<file path="src/logic/motion_pkg.sv">
// Constants, types and state carriers for the motion state and shutdown control block.
package motion_pkg;

  // Register word addresses on the plain register port.
  localparam logic [3:0] ADDR_COMMAND = 4'h0;
  localparam logic [3:0] ADDR_ARGUMENT = 4'h1;
  localparam logic [3:0] ADDR_REF_SECOND = 4'h2;
  localparam logic [3:0] ADDR_SAFE_POS = 4'h3;
  localparam logic [3:0] ADDR_VELOCITY = 4'h4;
  localparam logic [3:0] ADDR_ACCEL = 4'h5;
  localparam logic [3:0] ADDR_STATUS_ONE = 4'h6;
  localparam logic [3:0] ADDR_ACTUAL_POS = 4'h7;
  localparam logic [3:0] ADDR_TARGET_POS = 4'h8;

  // Command codes written to the command register.
  localparam logic [3:0] CMD_SET_TARGET = 4'h1;
  localparam logic [3:0] CMD_GOTO_SAFE = 4'h2;
  localparam logic [3:0] CMD_REFERENCE = 4'h3;
  localparam logic [3:0] CMD_IMMEDIATE_HALT = 4'h4;
  localparam logic [3:0] CMD_DECEL_HALT = 4'h5;
  localparam logic [3:0] CMD_RESET_POSITION = 4'h6;

  // Positions of the monitor inputs inside the synchronised monitor vector.
  localparam int MON_TEMP_TRIP = 0;
  localparam int MON_TEMP_WARN_LO = 1;
  localparam int MON_TEMP_WARN_HI = 2;
  localparam int MON_UV_SHUTDOWN = 3;
  localparam int MON_UV_WARN = 4;
  localparam int MON_SHORT = 5;
  localparam int MON_OPEN = 6;
  localparam int MON_PUMP_FAIL = 7;

  // Safe position code that means the safe position is disabled.
  localparam logic [10:0] SAFE_DISABLED = 11'h400;
  // Values after reset.
  localparam logic [10:0] SAFE_POS_RESET = 11'h400;
  localparam logic [7:0] VMAX_PERIOD_RESET = 8'h10;
  localparam logic [7:0] VMIN_PERIOD_RESET = 8'h80;
  localparam logic [7:0] ACCEL_RESET = 8'h04;
  // Steps taken while decelerating to a halt.
  localparam logic [15:0] DECEL_STEPS = 16'h0010;

  // Main motion states, Gray coded along shutdown, stopped, moving, decel halt.
  typedef enum logic [2:0] {
    ST_SHUTDOWN = 3'h0,
    ST_STOPPED = 3'h1,
    ST_MOVING = 3'h3,
    ST_DECEL_HALT = 3'h2,
    ST_IMM_HALT = 3'h6,
    ST_REFERENCE = 3'h7
  } motion_state_e;

  // Phases of the reference search.
  typedef enum logic [1:0] {
    REF_FIRST = 2'h0,
    REF_SECOND = 2'h1,
    REF_SAFE = 2'h3,
    REF_DEADLOCK = 2'h2
  } ref_phase_e;

  // Latched status flags.
  typedef struct packed {
    logic thermal_trip;
    logic halt_latched_flag;
    logic electrical_defect_flag;
    logic pump_fail;
    logic lost_steps_flag;
    logic temp_warn_lo;
    logic temp_warn_hi;
    logic low_voltage_warning;
  } flags_s;

  // Drive controls toward the bridge and the step sequencer.
  typedef struct packed {
    logic bridge_hiz;
    logic hold_current_en;
    logic motor_clk_en;
    logic pump_en;
    logic step;
    logic dir;
  } drive_s;

  // Complete state of the control block.
  typedef struct packed {
    logic [7:0] sync1;
    logic [7:0] sync2;
    motion_state_e state;
    ref_phase_e phase;
    logic signed [15:0] actual_position;
    logic signed [15:0] target_position;
    logic signed [15:0] argument;
    logic signed [15:0] ref_second;
    logic [10:0] safe_position;
    logic [7:0] vmax_period;
    logic [7:0] vmin_period;
    logic [7:0] accel;
    logic [7:0] div_cnt;
    logic [7:0] period;
    logic ramp_en;
    flags_s flags;
    drive_s drive;
    logic [15:0] rdata;
  } ctrl_s;

endpackage

</file>
<file path="src/logic/motion_state_shutdown_control.sv">
// Motion state, reference search and motor shutdown control of a stepper controller.
`timescale 1ns/10ps

module motion_state_shutdown_control (
  input wire logic clk_sys,
  input wire logic rst,
  input wire logic [3:0] addr,
  input wire logic [15:0] wdata,
  input wire logic wr_stb,
  input wire logic rd_stb,
  output logic [15:0] rdata,
  input wire logic temp_trip,
  input wire logic temp_warn_lo,
  input wire logic temp_warn_hi,
  input wire logic batt_uv_shutdown,
  input wire logic batt_uv_warn,
  input wire logic bridge_short,
  input wire logic bridge_open,
  input wire logic pump_fail,
  output logic bridge_hiz,
  output logic hold_current_en,
  output logic motor_clk_en,
  output logic pump_en,
  output logic step_pulse,
  output logic step_dir
);

  motion_pkg::ctrl_s q;
  motion_pkg::ctrl_s d;

  logic [7:0] mon_raw;
  logic [7:0] mon;
  logic fault_now;
  logic halt_int;
  logic status_read;
  logic cmd_valid;
  logic [3:0] cmd_code;
  logic safe_en;
  logic signed [15:0] safe_target;
  logic at_target;
  logic step_now;
  logic [8:0] ramp_sum;
  logic signed [15:0] decel_span;
  motion_pkg::motion_state_e next_state;

  // Raw monitor pins gathered into one vector for the synchroniser.
  assign mon_raw = {pump_fail, bridge_open, bridge_short, batt_uv_warn,
                    batt_uv_shutdown, temp_warn_hi, temp_warn_lo, temp_trip};
  assign mon = q.sync2;

  // Live fault conditions that force shutdown or an internal halt.
  assign fault_now = mon[motion_pkg::MON_TEMP_TRIP] | mon[motion_pkg::MON_UV_SHUTDOWN] |
                     mon[motion_pkg::MON_SHORT] | mon[motion_pkg::MON_OPEN] |
                     mon[motion_pkg::MON_PUMP_FAIL];
  assign halt_int = fault_now | q.flags.thermal_trip | q.flags.halt_latched_flag;

  // Bus decode of commands and of the status one read.
  assign status_read = rd_stb && (addr == motion_pkg::ADDR_STATUS_ONE);
  assign cmd_valid = wr_stb && (addr == motion_pkg::ADDR_COMMAND);
  assign cmd_code = wdata[3:0];

  // Safe position is scaled to full position resolution by its low zero bits.
  assign safe_en = (q.safe_position != motion_pkg::SAFE_DISABLED);
  assign safe_target = {q.safe_position, 5'h00};

  // Step timing: a step fires when the divider runs out and the target is not reached.
  assign at_target = (q.actual_position == q.target_position);
  assign step_now = !at_target && (q.div_cnt == 8'h00);
  assign ramp_sum = {1'b0, q.vmax_period} + {1'b0, q.accel};
  // Signed copy of the halt distance so that position compares stay signed near zero.
  assign decel_span = $signed(motion_pkg::DECEL_STEPS);

  // Outputs come straight from the state register.
  assign rdata = q.rdata;
  assign bridge_hiz = q.drive.bridge_hiz;
  assign hold_current_en = q.drive.hold_current_en;
  assign motor_clk_en = q.drive.motor_clk_en;
  assign pump_en = q.drive.pump_en;
  assign step_pulse = q.drive.step;
  assign step_dir = q.drive.dir;

  // Next-state logic for the whole block.
  always_comb begin
    d = q;
    next_state = q.state;
    d.sync1 = mon_raw;
    d.sync2 = q.sync1;
    d.drive.step = 1'b0;

    // Flag updates: a live condition sets, a status one read clears, the set wins.
    d.flags.thermal_trip = mon[motion_pkg::MON_TEMP_TRIP] |
                           (q.flags.thermal_trip & ~status_read);
    d.flags.halt_latched_flag = mon[motion_pkg::MON_UV_SHUTDOWN] | mon[motion_pkg::MON_SHORT] |
                                mon[motion_pkg::MON_OPEN] | mon[motion_pkg::MON_PUMP_FAIL] |
                                (q.flags.halt_latched_flag & ~status_read);
    d.flags.electrical_defect_flag = mon[motion_pkg::MON_SHORT] | mon[motion_pkg::MON_OPEN] |
                                     (q.flags.electrical_defect_flag & ~status_read);
    d.flags.pump_fail = mon[motion_pkg::MON_PUMP_FAIL] | (q.flags.pump_fail & ~status_read);
    d.flags.temp_warn_lo = mon[motion_pkg::MON_TEMP_WARN_LO] |
                           (q.flags.temp_warn_lo & ~status_read);
    d.flags.temp_warn_hi = mon[motion_pkg::MON_TEMP_WARN_HI] |
                           (q.flags.temp_warn_hi & ~status_read);
    d.flags.low_voltage_warning = mon[motion_pkg::MON_UV_WARN] |
                                  (q.flags.low_voltage_warning & ~status_read);
    if (status_read) begin
      d.flags.lost_steps_flag = 1'b0;
    end

    // Configuration writes are taken in every state, shutdown included.
    if (wr_stb) begin
      if (addr == motion_pkg::ADDR_ARGUMENT) begin
        d.argument = wdata;
      end else if (addr == motion_pkg::ADDR_REF_SECOND) begin
        d.ref_second = wdata;
      end else if (addr == motion_pkg::ADDR_SAFE_POS) begin
        d.safe_position = wdata[10:0];
      end else if (addr == motion_pkg::ADDR_VELOCITY) begin
        d.vmax_period = wdata[15:8];
        d.vmin_period = wdata[7:0];
      end else if (addr == motion_pkg::ADDR_ACCEL) begin
        d.accel = wdata[7:0];
      end
    end

    // Register reads answer one cycle later with the values before this cycle's update.
    if (rd_stb) begin
      if (addr == motion_pkg::ADDR_STATUS_ONE) begin
        d.rdata = {5'h00, q.state, q.flags};
      end else if (addr == motion_pkg::ADDR_ACTUAL_POS) begin
        d.rdata = q.actual_position;
      end else if (addr == motion_pkg::ADDR_TARGET_POS) begin
        d.rdata = q.target_position;
      end else if (addr == motion_pkg::ADDR_SAFE_POS) begin
        d.rdata = {5'h00, q.safe_position};
      end else if (addr == motion_pkg::ADDR_VELOCITY) begin
        d.rdata = {q.vmax_period, q.vmin_period};
      end else if (addr == motion_pkg::ADDR_ACCEL) begin
        d.rdata = {8'h00, q.accel};
      end else if (addr == motion_pkg::ADDR_ARGUMENT) begin
        d.rdata = q.argument;
      end else if (addr == motion_pkg::ADDR_REF_SECOND) begin
        d.rdata = q.ref_second;
      end else begin
        d.rdata = 16'h0000;
      end
    end

    // Step generator: the divider reloads from the current period on each step.
    if (q.state == motion_pkg::ST_MOVING || q.state == motion_pkg::ST_REFERENCE ||
        q.state == motion_pkg::ST_DECEL_HALT) begin
      if (step_now) begin
        d.div_cnt = q.period;
        d.drive.step = 1'b1;
        d.drive.dir = (q.target_position > q.actual_position);
        if (q.target_position > q.actual_position) begin
          d.actual_position = q.actual_position + 16'sh0001;
        end else begin
          d.actual_position = q.actual_position - 16'sh0001;
        end
        // Ramp the period down toward the max velocity period by the acceleration.
        if (q.ramp_en) begin
          if ({1'b0, q.period} > ramp_sum) begin
            d.period = q.period - q.accel;
          end else begin
            d.period = q.vmax_period;
          end
        end
      end else if (q.div_cnt != 8'h00) begin
        d.div_cnt = q.div_cnt - 8'h01;
      end
    end

    // Main state machine with its per-state command priorities.
    case (q.state)
      motion_pkg::ST_SHUTDOWN: begin
        if (cmd_valid && cmd_code == motion_pkg::CMD_RESET_POSITION) begin
          d.actual_position = 16'sh0000;
          d.target_position = 16'sh0000;
        end
        if (status_read && !fault_now) begin
          next_state = motion_pkg::ST_STOPPED;
        end
      end
      motion_pkg::ST_STOPPED: begin
        if (halt_int) begin
          next_state = motion_pkg::ST_SHUTDOWN;
        end else if (cmd_valid) begin
          if (cmd_code == motion_pkg::CMD_SET_TARGET && !q.flags.lost_steps_flag) begin
            d.target_position = q.argument;
            d.period = q.vmin_period;
            d.ramp_en = 1'b1;
            next_state = motion_pkg::ST_MOVING;
          end else if (cmd_code == motion_pkg::CMD_GOTO_SAFE && !q.flags.lost_steps_flag &&
                       safe_en) begin
            d.target_position = safe_target;
            d.period = q.vmin_period;
            d.ramp_en = 1'b1;
            next_state = motion_pkg::ST_MOVING;
          end else if (cmd_code == motion_pkg::CMD_REFERENCE) begin
            d.period = q.vmin_period;
            d.ramp_en = 1'b1;
            next_state = motion_pkg::ST_REFERENCE;
            if (q.argument == q.actual_position || q.argument == q.ref_second) begin
              d.phase = motion_pkg::REF_DEADLOCK;
            end else begin
              d.phase = motion_pkg::REF_FIRST;
              d.target_position = q.argument;
            end
          end else if (cmd_code == motion_pkg::CMD_RESET_POSITION) begin
            d.actual_position = 16'sh0000;
            d.target_position = 16'sh0000;
          end
        end
      end
      motion_pkg::ST_MOVING: begin
        // Internal or commanded immediate halt first, then decel halt, then set target or go to safe, then target reached.
        if (halt_int || (cmd_valid && cmd_code == motion_pkg::CMD_IMMEDIATE_HALT)) begin
          d.flags.lost_steps_flag = 1'b1;
          next_state = motion_pkg::ST_IMM_HALT;
        end else if (cmd_valid && cmd_code == motion_pkg::CMD_DECEL_HALT) begin
          next_state = motion_pkg::ST_DECEL_HALT;
        end else if (cmd_valid && cmd_code == motion_pkg::CMD_SET_TARGET &&
                     !q.flags.lost_steps_flag) begin
          d.target_position = q.argument;
        end else if (cmd_valid && cmd_code == motion_pkg::CMD_GOTO_SAFE &&
                     !q.flags.lost_steps_flag && safe_en) begin
          d.target_position = safe_target;
        end else if (at_target) begin
          next_state = motion_pkg::ST_STOPPED;
        end
      end
      motion_pkg::ST_REFERENCE: begin
        // Only an immediate halt or a fault cuts the search short; other commands are dropped.
        if (halt_int || (cmd_valid && cmd_code == motion_pkg::CMD_IMMEDIATE_HALT)) begin
          d.flags.lost_steps_flag = 1'b1;
          next_state = motion_pkg::ST_IMM_HALT;
        end else if (at_target) begin
          case (q.phase)
            motion_pkg::REF_FIRST: begin
              d.phase = motion_pkg::REF_SECOND;
              d.target_position = q.ref_second;
              d.period = q.vmin_period;
              d.div_cnt = q.vmin_period;
              d.ramp_en = 1'b0;
            end
            motion_pkg::REF_SECOND: begin
              d.actual_position = 16'sh0000;
              d.ramp_en = 1'b1;
              d.period = q.vmin_period;
              if (safe_en) begin
                d.phase = motion_pkg::REF_SAFE;
                d.target_position = safe_target;
              end else begin
                d.target_position = 16'sh0000;
                next_state = motion_pkg::ST_STOPPED;
              end
            end
            motion_pkg::REF_SAFE: begin
              next_state = motion_pkg::ST_STOPPED;
            end
            default: begin
              d.target_position = q.actual_position;
            end
          endcase
        end
      end
      motion_pkg::ST_DECEL_HALT: begin
        // A decelerating halt shortens the move to a few slow steps past the current point.
        if (halt_int || (cmd_valid && cmd_code == motion_pkg::CMD_IMMEDIATE_HALT)) begin
          d.flags.lost_steps_flag = 1'b1;
          next_state = motion_pkg::ST_IMM_HALT;
        end else if (q.ramp_en) begin
          d.ramp_en = 1'b0;
          d.period = q.vmin_period;
          if (q.target_position > q.actual_position + decel_span) begin
            d.target_position = q.actual_position + decel_span;
          end else if (q.target_position < q.actual_position - decel_span) begin
            d.target_position = q.actual_position - decel_span;
          end
        end else if (at_target) begin
          next_state = motion_pkg::ST_STOPPED;
        end
      end
      motion_pkg::ST_IMM_HALT: begin
        // Motion stops at once; faults or a search deadlock fall into shutdown.
        d.target_position = q.actual_position;
        if (halt_int || q.phase == motion_pkg::REF_DEADLOCK) begin
          next_state = motion_pkg::ST_SHUTDOWN;
        end else begin
          next_state = motion_pkg::ST_STOPPED;
        end
        d.phase = motion_pkg::REF_FIRST;
      end
      default: begin
        next_state = motion_pkg::ST_SHUTDOWN;
      end
    endcase

    // Entering shutdown drops any pending move.
    if (next_state == motion_pkg::ST_SHUTDOWN && q.state != motion_pkg::ST_SHUTDOWN) begin
      d.target_position = d.actual_position;
      d.phase = motion_pkg::REF_FIRST;
    end
    d.state = next_state;

    // Bridge and supply controls follow the next state.
    d.drive.bridge_hiz = (next_state == motion_pkg::ST_SHUTDOWN);
    d.drive.hold_current_en = (next_state != motion_pkg::ST_SHUTDOWN);
    d.drive.motor_clk_en = (next_state != motion_pkg::ST_SHUTDOWN);
    d.drive.pump_en = (next_state != motion_pkg::ST_SHUTDOWN);
  end

  // State register; reset puts the block into shutdown with bridges released.
  always_ff @(posedge clk_sys or posedge rst) begin
    if (rst) begin
      q <= '0;
      q.state <= motion_pkg::ST_SHUTDOWN;
      q.phase <= motion_pkg::REF_FIRST;
      q.safe_position <= motion_pkg::SAFE_POS_RESET;
      q.vmax_period <= motion_pkg::VMAX_PERIOD_RESET;
      q.vmin_period <= motion_pkg::VMIN_PERIOD_RESET;
      q.accel <= motion_pkg::ACCEL_RESET;
      q.ramp_en <= 1'b1;
      q.drive.bridge_hiz <= 1'b1;
    end else begin
      q <= d;
    end
  end

endmodule

</file>
<file path="config.mk">
export PLATFORM = sky130hd
export DESIGN_NAME = motion_state_shutdown_control
export DESIGN_NICKNAME = d
export VERILOG_FILES = /design/src/logic/motion_pkg.sv /design/src/logic/motion_state_shutdown_control.sv
export SDC_FILE = /design/constraint.sdc
export NUM_CORES = 1
export LEC_CHECK = 0
export BUFFER_PORTS_ARGS = -buffer_cell sky130_fd_sc_hd__buf_2
export CORE_ASPECT_RATIO = 1.4
export CORE_UTILIZATION = 45
export DETAILED_ROUTE_END_ITERATION = 8
export GPL_TIMING_DRIVEN = 0
export PLACE_DENSITY = 0.76
export SYNTH_ARGS = -nofsm -noshare
export SYNTH_HDL_FRONTEND = slang
export SYNTH_SLANG_ARGS = --single-unit
</file>
<file path="constraint.sdc">
create_clock -name clk_sys -period 5.8 [get_ports clk_sys]
set_clock_uncertainty 0.15 [all_clocks]
set_input_delay 1.16 -clock clk_sys [delete_from_list [all_inputs] [get_ports clk_sys]]
set_output_delay 1.16 -clock clk_sys [all_outputs]
set_load 0.01 [all_outputs]
</file>
* Word level (Yosys, flattened, before mapping)
Index checks and enable logic that the tools add are counted.
Storage, ports and cells: word-level logic and storage cells 252, input bits 32, flip-flop bits (word level) 165, output and inout port bits 22
Cells by class: bitwise logic cells 29, magnitude comparators 4, reduce and logical (&&, ||, !) cells 45, add/subtract/negate cells 7, mux-type cells 87, equal/unequal tests 52
Operators by type and width (count):
- 2-to-1 mux 16 bit | 28
- 2-to-1 mux 34 bit | 4
- one-hot mux 16 bit (3 select lines) | 2
- one-hot mux 16 bit (6 select lines) | 1
- 2-to-1 mux 32 bit | 2
- 2-to-1 mux 9 bit | 7
- 2-to-1 mux 8 bit | 7
- == test 16 bit | 3
- 2-to-1 mux 3 bit | 16
- 2-to-1 mux 18 bit | 2
- 2-to-1 mux 17 bit | 2
- greater-than comparator 16 bit | 2
- == test 4 x 3 -> 1 bit (second input constant) | 7
- one-hot mux 9 bit (3 select lines) | 1
- inequality test 3 bit (second input constant) | 7
- inequality test 3 x 2 -> 1 bit (second input constant) | 6
- one-hot mux 3 bit (6 select lines) | 1
- one-hot mux 9 bit (2 select lines) | 1
- bitwise OR 1 bit | 17
- adder 16 x 2 -> 16 bit (second input constant) | 1
- adder 16 x 6 -> 16 bit (second input constant) | 1
- == test 4 x 2 -> 1 bit (second input constant) | 4
- logical AND 1 bit | 16
- less-than comparator 16 bit | 1
- other kinds (45) | 85

* Longest topological paths before layout
Gate-level depths: netlist of run 1.
word-level depth 14, depth in mapped cells 19

* Least setup slack after synthesis of run 1
No wires, ideal clock.
kind register to register, from register q[141] (netlist name), to register q[145] (netlist name), arrival time 4.436 ns, path slack 1.136 ns, stages on the path, launching flop included 17, period minus slack after synthesis 4.664 ns, path through dfrtp_1 clkbuf_1 clkinv_1 ha_1 nand4_1 or4_1 buf_2 nand2_1 ha_1 a211oi_1 o211ai_1 a41oi_1 o311ai_1 o41ai_1 xnor2_1 or3_1 a21oi_1
RTL lines:
- start, declared | line motion_state_shutdown_control.sv:28 | motion_pkg::ctrl_s q;

==> metrics.txt, run 1 <==
status completed; vias 10.8k; slew at the pin closest to its max-slew limit 1.15 ns; critical path's largest stage delay 0.58 ns; largest net degree at the start of global routing 90; Initial Utilization 45.9%; DR WL/cell 25.1 µm; path depth of the worst reg2reg path 19; synthesized area 11600 µm²; Cells after Synth 1282; area fraction of the dominant cell type after synthesis 34.2%; vias per cell 6.44; Slew Limit Fails 0; Crit. path cell count 19; Cell Int Power 2.75 mW; slowest cell on the critical path dfrtp_1; Fmax 181 MHz; Final Util 51.1%; DRT iter0 DRCs 1045; Worst-Skew Late Latency 0.46 ns; Bufs on Longest Clock Path 2; I/O Buffers 50; final hold vios 0; Final GP Congestion 1.02; VDD IR max 0.239 mV; Crit Path Class flip-flop to flip-flop; core area 25400 µm²; H-tree Lvls 4; share of layout cells above drive strength 1 15.6%; Min-Delay Path Class flip-flop to flip-flop; CP arrival 5.75 ns; Reg power frac 35.1%; Crit path required time 6.03 ns; All-Layer GR Usage 33.3%; Root Buffer clkbuf_16; CP startpoint kind flip-flop; Post-Route WL 42300 µm; Post-Syn Area per Cell 9.08 µm²; Crit Path Max Fanout 18; row count 69; kind of cell adding the most delay to the critical path compound AO/OA/AOI/OAI gates; first-pass GRT wire length 63800 µm; CTS Hold Bufs 0; post-DP HPWL 32800 µm; PwrDens 356 nW/µm²; Area contributors post-synth dfrtp_1 (34%), ha_1 (8.7%), mux2_2 (5.7%), a21oi_1 (4.5%), nand2_1 (4.1%); register bit total from synthesis 165; CTS clk-pin slew, worst paths 0.08 ns; Die H 192 µm; Switching Share 40.3%; Slew headroom 23.2%; Top Layer Used met4; Remaining Overflow, GRT 0; post-route clock period utilization 95.2%; most common cell after layout, fill and taps aside dfrtp_1; met2 wire length 20400 µm; DIE AREA 26500 µm²; CP bufs+invs 2; YS warnings 0; sequential fraction of the synthesis area 35.5%; clock sink total 165; drt pass-1 iters 8; final setup fails 0; Period minus WS final 5.52 ns; most frequent cells in the layout dfrtp_1 (159), nand2_1 (126), a21oi_1 (105); I/O pins 54; final net count 1468; Distinct cells, synth 88; Antenna Nets Post-Route 0; RSZ-0062 raised after global routing no; reg2reg setup slack 0.28 ns; crit-path cells buf_2, inv_1, ha_1, nand4_1, a21oi_1, o21bai_1, a21oi_1, o22a_1, nand2_2, ha_1, o211ai_1, o211ai_1, a41oi_1, o311ai_1, o22ai_1, xor2_1, a211oi_1, nor2_1, a21oi_1; clock power share 26.2%; Static Leak 5.60 nW; ys async rst share 100%; WHS Path Cells 0; DRT met1 WL 15500 µm; Num CTS Buffers 17; critical path endpoint category flip-flop; Ant. Diodes 0; most used cell, CP a21oi_1; Net Count, Synth 1398; max-cap violations 0; Synth Flop Type dfrtp_1; Comb pwr share 38.7%; antenna violations before repair 0; area delta synth->final 11.3%; Net Sw Power 1.86 mW; CTS tree built; DRC violations left 0; vias in the first global route 10.8k; Hold WS 0.198 ns; die width 138 µm; WL met3 2560 µm; Post-synth EDFFs 0; largest area contributor in the netlist dfrtp_1
==> layout make-up <==
class | instances | area [µm²]
inverters | 57 | 221
flip-flops and latches | 165 | 4140
repair buffers | 52 | 283
clock inverters | 15 | 185
multi-input cells | 975 | 6890
fillers | 2428 | 12400
clock buffers | 17 | 425
well taps | 319 | 399
plain buffers | 84 | 415
==> cells in the mapped netlist (all sizes together) (5+ instances only) <==
library cell  number
inv               56
buf               33
nor2b             13
nand2            127
xor2              40
nor3b              5
a21o              26
ha                81
nor3              35
nor4              15
and2               7
a21oi            106
a221o              6
o211ai             6
a311oi             5
o21bai             5
o221ai             5
clkbuf            52
nand3             25
or3                5
a211oi            12
a22o              11
mux2i             20
dfstp              6
a22oi             18
a31oi              7
nand2b             8
nor2              78
dfrtp            159
and3               8
xnor2             35
o22ai             10
o31ai             10
nand4             14
o21ai             84
mux2              59
a221oi            15
a222oi            15
==> power by group through the flow <==
stage	Clock, mW	Sequential (mW)	Combinational [mW]
after global routing	1.26	1.62	1.99
after floorplan	0	1.47	1.38
after detailed placement	0	1.62	1.76
final	1.21	1.62	1.79
after global placement	0	1.61	1.72
after CTS	1.21	1.59	1.78
==> path summary, 6_finish.rpt <==
path | startpoint | endpoint
setup / recovery | q[136]$_DFF_PP0_ | q[127]$_DFFE_PP0P_
hold / removal | d[151]$_DFF_PP0_ | mon[0]$_DFF_PP0_
min in group asynchronous | rst | d[155]$_DFF_PP0_
setup reg to reg | q[136]$_DFF_PP0_ | q[127]$_DFFE_PP0P_
hold reg to reg | d[151]$_DFF_PP0_ | mon[0]$_DFF_PP0_
max in group asynchronous | rst | q[81]$_DFFE_PP1P_
==> worst reg2reg max path, delay by kind of cell, from the launching register on <==
family / cells / cell delay [ns]
buffers and inverters: 2 / 0.54
AOI/OAI and AO/OA: 11 / 2.61
adders and majority gates: 2 / 0.82
xor gates and xnor gates: 1 / 0.18
DFF: 1 / 0.58
and+or+nand+nor: 3 / 0.55
==> kinds of logic after synthesis <==
logic type	Yosys count	synth area share (%)
compound gates	379	21.8
mux	79	7.43
flops	165	35.5
simple gates	358	15.0
fa+ha+maj	84	9.22
xor+xnor	75	5.64
buf+inv	142	5.34
==> repair_timing <==
action | 4_1_cts | 5_1_grt
gates resized for setup | 4 | 12
endpoints found under the setup margin | 4 | 2
pin swaps | 0 | 0
setup buffers | 0 | 0
==> registers in the layout (all words and copies together), names as in the netlist <==
| signal | flops |
|---|---|
| d | 8 |
| pump_en | 1 |
| q | 129 |
| bridge_hiz | 1 |
| rdata | 16 |
| step_dir | 1 |
| step_pulse | 1 |
| mon | 8 |
==> layer usage <==
metal | track usage (%) | vias up
li1 | - | 4862
met1 | 37.0 | 5263
met2 | 55.8 | 523
met3 | 5.54 | 198
met4 | 26.1 | 0
met5 | 0 | -
==> metrics by stage <==
stage	TNS [ns]	instances	power (mW)	instance area (µm²)	setup slack, ns
after floorplan	0	1282	2.85	11600	0.0383
after CTS	0	1684	4.58	12900	0.114
final	0	1684	4.61	13000	0.280
after global placement	-270.38	1651	3.33	12300	-1.72
after global routing	0	1684	4.87	13000	0.00617
after detailed placement	-0.337	1652	3.38	12300	-0.172
Power figures use the tool's default switching activity.
==> run 2, diff against run 1 <==
==> constraint.sdc (replaced) <==
create_clock -name clk_sys -period 5.8 [get_ports clk_sys]
set_clock_uncertainty 0.15 [all_clocks]
set_input_delay 1.74 -clock clk_sys [delete_from_list [all_inputs] [get_ports clk_sys]]
set_output_delay 1.74 -clock clk_sys [all_outputs]
set_load 0.01 [all_outputs]
==> run 2 against run 1 <==
Sequential cell count unchanged. Hold slack about the same. Clock-buffer cell count increased by 4. Utilization about the same. The run now ends with max-capacitance violations, max-slew violations left. Worst setup slack improved by 0.065 ns.
==> metrics.txt, run 2 (synthesis results as in run 1) <==
area delta synth->final 11.3% (about the same); most frequent cells in the layout dfrtp_1 (159), nand2_1 (126), a21oi_1 (105); R2R Path End q[145]$_DFF_PP0_; post-DP HPWL 32800 µm (-0.10%); max-cap violations 1 (+1); DR WL/cell 24.8 µm (-1.4%); final hold vios 0 (unchanged); die width 138 µm (unchanged); register area 4140 µm² (unchanged); failing checks max-capacitance violations, max-slew violations; I/O pins 54 (unchanged); Bufs on Longest Clock Path 2 (unchanged); first-pass GRT wire length 62700 µm (-1.6%); Num CTS Buffers 17 (unchanged); CP arrival 5.68 ns (-0.07 ns); DIE AREA 26500 µm² (unchanged); vias in the first global route 10.5k (-2.9%); launching point of the worst reg2reg path q[138]$_DFF_PP0_; share of layout cells above drive strength 1 15.1% (-0.55 points); reg2reg setup slack 0.35 ns (+0.07 ns); core area 25400 µm² (unchanged); number of cells in the finished layout apart from fillers 1687 (+0.18%); Fmax 183 MHz (+1.2%); final setup fails 0 (unchanged); final net count 1471 (+0.20%); drt pass-1 iters 6 (-2); Initial Utilization 45.9% (unchanged); Final GP Congestion 1.01 (-1.2%); I/O Buffers 50 (unchanged); largest net degree at the start of global routing 42 (-53%); WHS Endpoint mon[0]$_DFF_PP0_; critical path endpoint category flip-flop; antenna violations before repair 0 (unchanged); Die H 192 µm (unchanged); All-Layer GR Usage 32.8% (-0.48 points); Ant. Diodes 0 (unchanged); RSZ-0062 raised after global routing no; Crit Path Max Fanout 18 (unchanged); most flop-heavy register q; vias per cell 6.40 (-0.65%); Slew headroom -0.913% (-24 points); setup repair bufs after CTS 0 (unchanged); area of the multi-input gates 6890 µm² (about the same); PwrDens 349 nW/µm² (-2.0%); max reg flops 129 (unchanged); Static Leak 5.58 nW (-0.43%); clock sink total 165 (unchanged); Crit Path Class flip-flop to flip-flop; slew at the pin closest to its max-slew limit 1.49 ns (+0.345 ns); Period minus WS final 5.45 ns (-0.0652 ns); Worst-Skew Late Latency 0.45 ns (about the same); DRT iter0 DRCs 1089 (+4.2%); Slew Limit Fails 1 (+1); Root Buffer clkbuf_16; vias 10.8k (-0.47%); most common cell after layout, fill and taps aside dfrtp_1; H-tree Lvls 4 (unchanged); Post-Route WL 41800 µm (-1.2%); CTS clk-pin slew, worst paths 0.07 ns (about the same); Remaining Overflow, GRT 0 (unchanged); CP Launch Point q[138]$_DFF_PP0_; Min-Delay Path Class flip-flop to flip-flop; CTS tree built; Inst Count DP 1655 (+0.18%); row count 69 (unchanged); Filler cells 2422 (-0.25%); Crit path required time 6.03 ns (about the same); WHS Path Cells 0 (unchanged); Final Util 51.0% (about the same); status complete, but fails checks; VDD IR max 0.264 mV (+10%); Hold Crit Start d[151]$_DFF_PP0_; path depth of the worst reg2reg path 16 (-3); DRC violations left 0 (unchanged); CTS Hold Bufs 0 (unchanged); Antenna Nets Post-Route 0 (unchanged); Post-Route Setup TNS 0 ns (unchanged); post-route clock period utilization 94.0% (-1.1 points); CP startpoint kind flip-flop
run 2: critical path, cell delays in order, from the launching register on:
cell	delay [ns]
dfrtp_1	0.45
clkbuf_1	0.58
inv_1	0.17
ha_1	0.32
nand4_1	0.16
or4_1	0.54
buf_2	0.25
nand2_2	0.37
ha_1	0.32
a211oi_1	0.26
o211ai_1	0.17
a41oi_1	0.40
o311ai_1	0.21
o41ai_1	0.42
xnor2_1	0.12
or3_1	0.31
a21oi_1	0.15
run 2: metal layers:
metal / GRT usage, % / vias to the layer above / share of wire, %
li1: - / 4857 / -
met5: 0 / - / 0
met4: 24.5 / 0 / 8.5
met1: 38.2 / 5205 / 37
met2: 53.9 / 551 / 48
met3: 5.12 / 182 / 6.4
run 2: cell type report:
cell class | count | area share [%]
clock buffers | 21 | 3.48
repair buffers | 54 | 2.55
well taps | 319 | 3.08
clock inverters | 11 | 0.927
plain buffers | 85 | 3.19
multi-input cells | 975 | 53.2
inverters | 57 | 1.68
flip-flops and latches | 165 | 31.9
run 2: what timing repair did:
| action | in CTS | in global routing |
|---|---|---|
| endpoints found under the setup margin | 2 | 3 |
| resized for setup | 1 | 8 |
| pin swaps | 0 | 0 |
run 2: metrics by stage:
stage	setup WS, ns	total power [mW]	hold WS [ns]	cell area, µm²
3_5_place_dp	0.0190	3.38	0.186	12400
6_report	0.345	4.52	0.198	13000
4_1_cts	0.234	4.49	0.200	12900
5_1_grt	0.0533	4.78	0.201	13000
2_1_floorplan	1.14	2.85	0.181	11600
3_3_place_gp	0.0310	3.33	0.182	12300
run 2: how the worst max path moves through the flow:
stage | endpoint | slack (ns) | cells past startpoint
2_1_floorplan | q[145]$_DFF_PP0_ | 1.14 | 16
3_3_place_gp | q[145]$_DFF_PP0_ | 0.03 | 16
3_5_place_dp | q[145]$_DFF_PP0_ | 0.02 | 16
4_1_cts | q[145]$_DFF_PP0_ | 0.23 | 16
5_1_grt | q[145]$_DFF_PP0_ | 0.05 | 16
6_report | q[145]$_DFF_PP0_ | 0.35 | 16
run 2: where the power goes:
part	internal (mW)	switching [mW]	leakage (nW)
registers	1.31	0.295	1.87
clock network	0.611	0.508	0.275
logic	0.788	1.00	3.42
==> run 3, diff against run 2 <==
--- a/config.mk
+++ b/config.mk
@@ -7,10 +7,10 @@
 export LEC_CHECK = 0
 export BUFFER_PORTS_ARGS = -buffer_cell sky130_fd_sc_hd__buf_2
 export CORE_ASPECT_RATIO = 1.4
-export CORE_UTILIZATION = 45
+export CORE_UTILIZATION = 57
 export DETAILED_ROUTE_END_ITERATION = 8
 export GPL_TIMING_DRIVEN = 0
-export PLACE_DENSITY = 0.76
+export PLACE_DENSITY = 0.9
 export SYNTH_ARGS = -nofsm -noshare
 export SYNTH_HDL_FRONTEND = slang
 export SYNTH_SLANG_ARGS = --single-unit
==> run 3 against run 2 <==
The flow now finishes without violations. Via count up 3.7%. Die area fell by 21%. Fmax down 0.50%. Total power up 2.4%. Sequential cell count is the same. Utilization is 14 points higher. Cell area shrank 0.37%. Sequential share of layout area up 0.12 points. Critical path type unchanged.
==> metrics.txt, run 3 (synthesis results as in run 1) <==
core area 19900 µm² (-22%); Min-Delay Path Class flip-flop to flip-flop; DIE AREA 21000 µm² (-21%); final setup fails 0 (unchanged); post-cts repair resize count 2 (+1); Root Buffer clkbuf_16; antenna violations before repair 0 (unchanged); Static Leak 5.59 nW (+0.28%); status completed; share of layout cells above drive strength 1 15.5% (+0.44 points); Final WS setup 0.318 ns (-0.0275 ns); max-cap violations 0 (-1); total power 4.63 mW (+2.4%); Crit path required time 6.02 ns (about the same); Ant. Diodes 0 (unchanged); I/O Buffers 50 (unchanged); Cell Int Power 2.72 mW (+0.44%); DRT iter0 DRCs 1172 (+7.6%); Remaining Overflow, GRT 0 (unchanged); drt pass-1 iters 8 (+2); Setup WS pre-CTS -0.205 ns (-0.224 ns); slew at the pin closest to its max-slew limit 1.35 ns (-0.139 ns); Slew headroom 8.91% (+9.8 points); Comb pwr share 40.3% (+0.6 points); Slew Limit Fails 0 (-1); CTS Hold Bufs 0 (unchanged); most common cell after layout, fill and taps aside dfrtp_1; Fmax 182 MHz (-0.50%); CTS tree built; Num CTS Buffers 17 (unchanged); final hold vios 0 (unchanged); I/O pins 54 (unchanged); Reg power frac 34.9% (-0.6 points); Bufs on Longest Clock Path 2 (unchanged); kind of cell adding the most delay to the critical path compound AO/OA/AOI/OAI gates; die width 123 µm (-11%); Crit Path Max Fanout 18 (unchanged); post-DP HPWL 33300 µm (+1.6%); Switching Share 41.2% (+1.2 points); RSZ-0062 raised after global routing no; post-route clock period utilization 94.5% (+0.47 points); Antenna Nets Post-Route 0 (unchanged); area delta synth->final 10.9%; Initial Utilization 58.5% (+13 points); vias per cell 6.91 (+7.9%); CP bufs+invs 3 (unchanged); most flop-heavy register q; Post-Route WL 43200 µm (+3.4%); slowest cell on the critical path or4_1; Net Sw Power 1.90 mW (+5.4%); H-tree Lvls 4 (unchanged); crit-path cells clkbuf_1, inv_1, ha_1, nand4_1, or4_1, buf_2, nand2_2, ha_1, a211oi_1, o211ai_1, a41oi_1, o311ai_2, o41ai_2, xnor2_1, or3_1, a21oi_1; critical path endpoint category flip-flop; setup repair bufs after CTS 0 (unchanged); DRC violations left 0 (unchanged); final net count 1471 (unchanged); DR WL/cell 26.7 µm (+7.7%); most used cell, CP ha_1; row count 61 (-12%); PwrDens 358 nW/µm² (+2.8%); VDD IR max 0.303 mV (+15%); clock power share 24.8% (about the same); All-Layer GR Usage 42.9% (+10 points); first-pass GRT wire length 64800 µm (+3.3%); clock sink total 165 (unchanged); CP arrival 5.70 ns (+0.02 ns); max reg flops 129 (unchanged); CTS clk-pin slew, worst paths 0.07 ns (about the same); largest net degree at the start of global routing 45 (+7.1%); Final GP Congestion 1.06 (+5.4%); vias 11.2k (+3.7%); Hold WS 0.201 ns (+0.00322 ns); Die H 171 µm (-11%); critical path's largest stage delay 0.54 ns (-0.04 ns); Worst-Skew Late Latency 0.45 ns (about the same); vias in the first global route 11.2k (+6.0%); most frequent cells in the layout dfrtp_1 (159), nand2_1 (126), a21oi_1 (105); Period minus WS final 5.48 ns (+0.0275 ns); Crit Path Class flip-flop to flip-flop; CP startpoint kind flip-flop
-- run 3: changes by cell type in the layout (fill, tap and decap cells not counted), moves of 2 or more --
cell and change:
clkinvlp_4 +2, inv_8 +5, clkinv_4 -2, clkbuf_1 -5
clkbuf_2 +2
-- run 3: path summary, 6_finish.rpt --
path / start / end / slack, ns / cells past startpoint
max in group asynchronous: rst / bridge_hiz$_DFF_PP1_ / 3.43 / 4
max: q[145]$_DFF_PP0_ / q[145]$_DFF_PP0_ / 0.32 / 16
min in group asynchronous: rst / q[84]$_DFFE_PP0P_ / 1.16 / 2
min: d[157]$_DFF_PP0_ / mon[6]$_DFF_PP0_ / 0.20 / 0
min reg2reg: d[157]$_DFF_PP0_ / mon[6]$_DFF_PP0_ / 0.20 / 0
max reg2reg: q[145]$_DFF_PP0_ / q[145]$_DFF_PP0_ / 0.32 / 16
-- run 3: power groups by stage --
stage	logic, mW	registers (mW)	clock network (mW)
2_1_floorplan	1.38	1.47	0
3_3_place_gp	1.73	1.60	0
3_5_place_dp	1.80	1.61	0
4_1_cts	1.82	1.59	1.15
5_1_grt	2.03	1.61	1.20
6_report	1.86	1.61	1.15
-- run 3: stage by stage --
step | instances | area (µm²) | TNS, ns | utilization [%]
floorplan | 1282 | 11600 | 0 | -
global placement | 1584 | 12200 | -0.00870 | 61.3
detailed placement | 1588 | 12300 | -0.252 | 61.7
CTS | 1620 | 12900 | 0 | 64.7
global route | 1620 | 12900 | 0 | 64.8
finish | 1620 | 12900 | 0 | 64.8
-- run 3: per-layer routing --
metal	GRT usage, %	routed length (µm)	vias to the layer above
met5	0	0	-
met4	37.1	4560	0
met3	11.2	3460	272
met2	71.1	20700	709
met1	44.6	14500	5352
li1	-	-	4857
-- run 3: worst reg2reg max path: stages, from the launching register on --
cell      delay [ns]
dfrtp_1         0.33
clkbuf_1        0.47
inv_1           0.22
ha_1            0.38
nand4_1         0.24
or4_1           0.55
buf_2           0.27
nand2_2         0.39
ha_1            0.34
a211oi_1        0.27
o211ai_1        0.17
a41oi_1         0.42
o311ai_2        0.17
o41ai_2         0.42
xnor2_1         0.15
or3_1           0.35
a21oi_1         0.14
-- run 3: final cells by class --
type / count / area (µm²)
timing repair buffer: 54 / 330
buffer: 85 / 415
inverter: 57 / 218
tap: 252 / 315
multi-input combinational: 975 / 6900
sequential: 165 / 4140
clock inverter: 14 / 160
fill: 1632 / 7010
clock buffer: 18 / 429
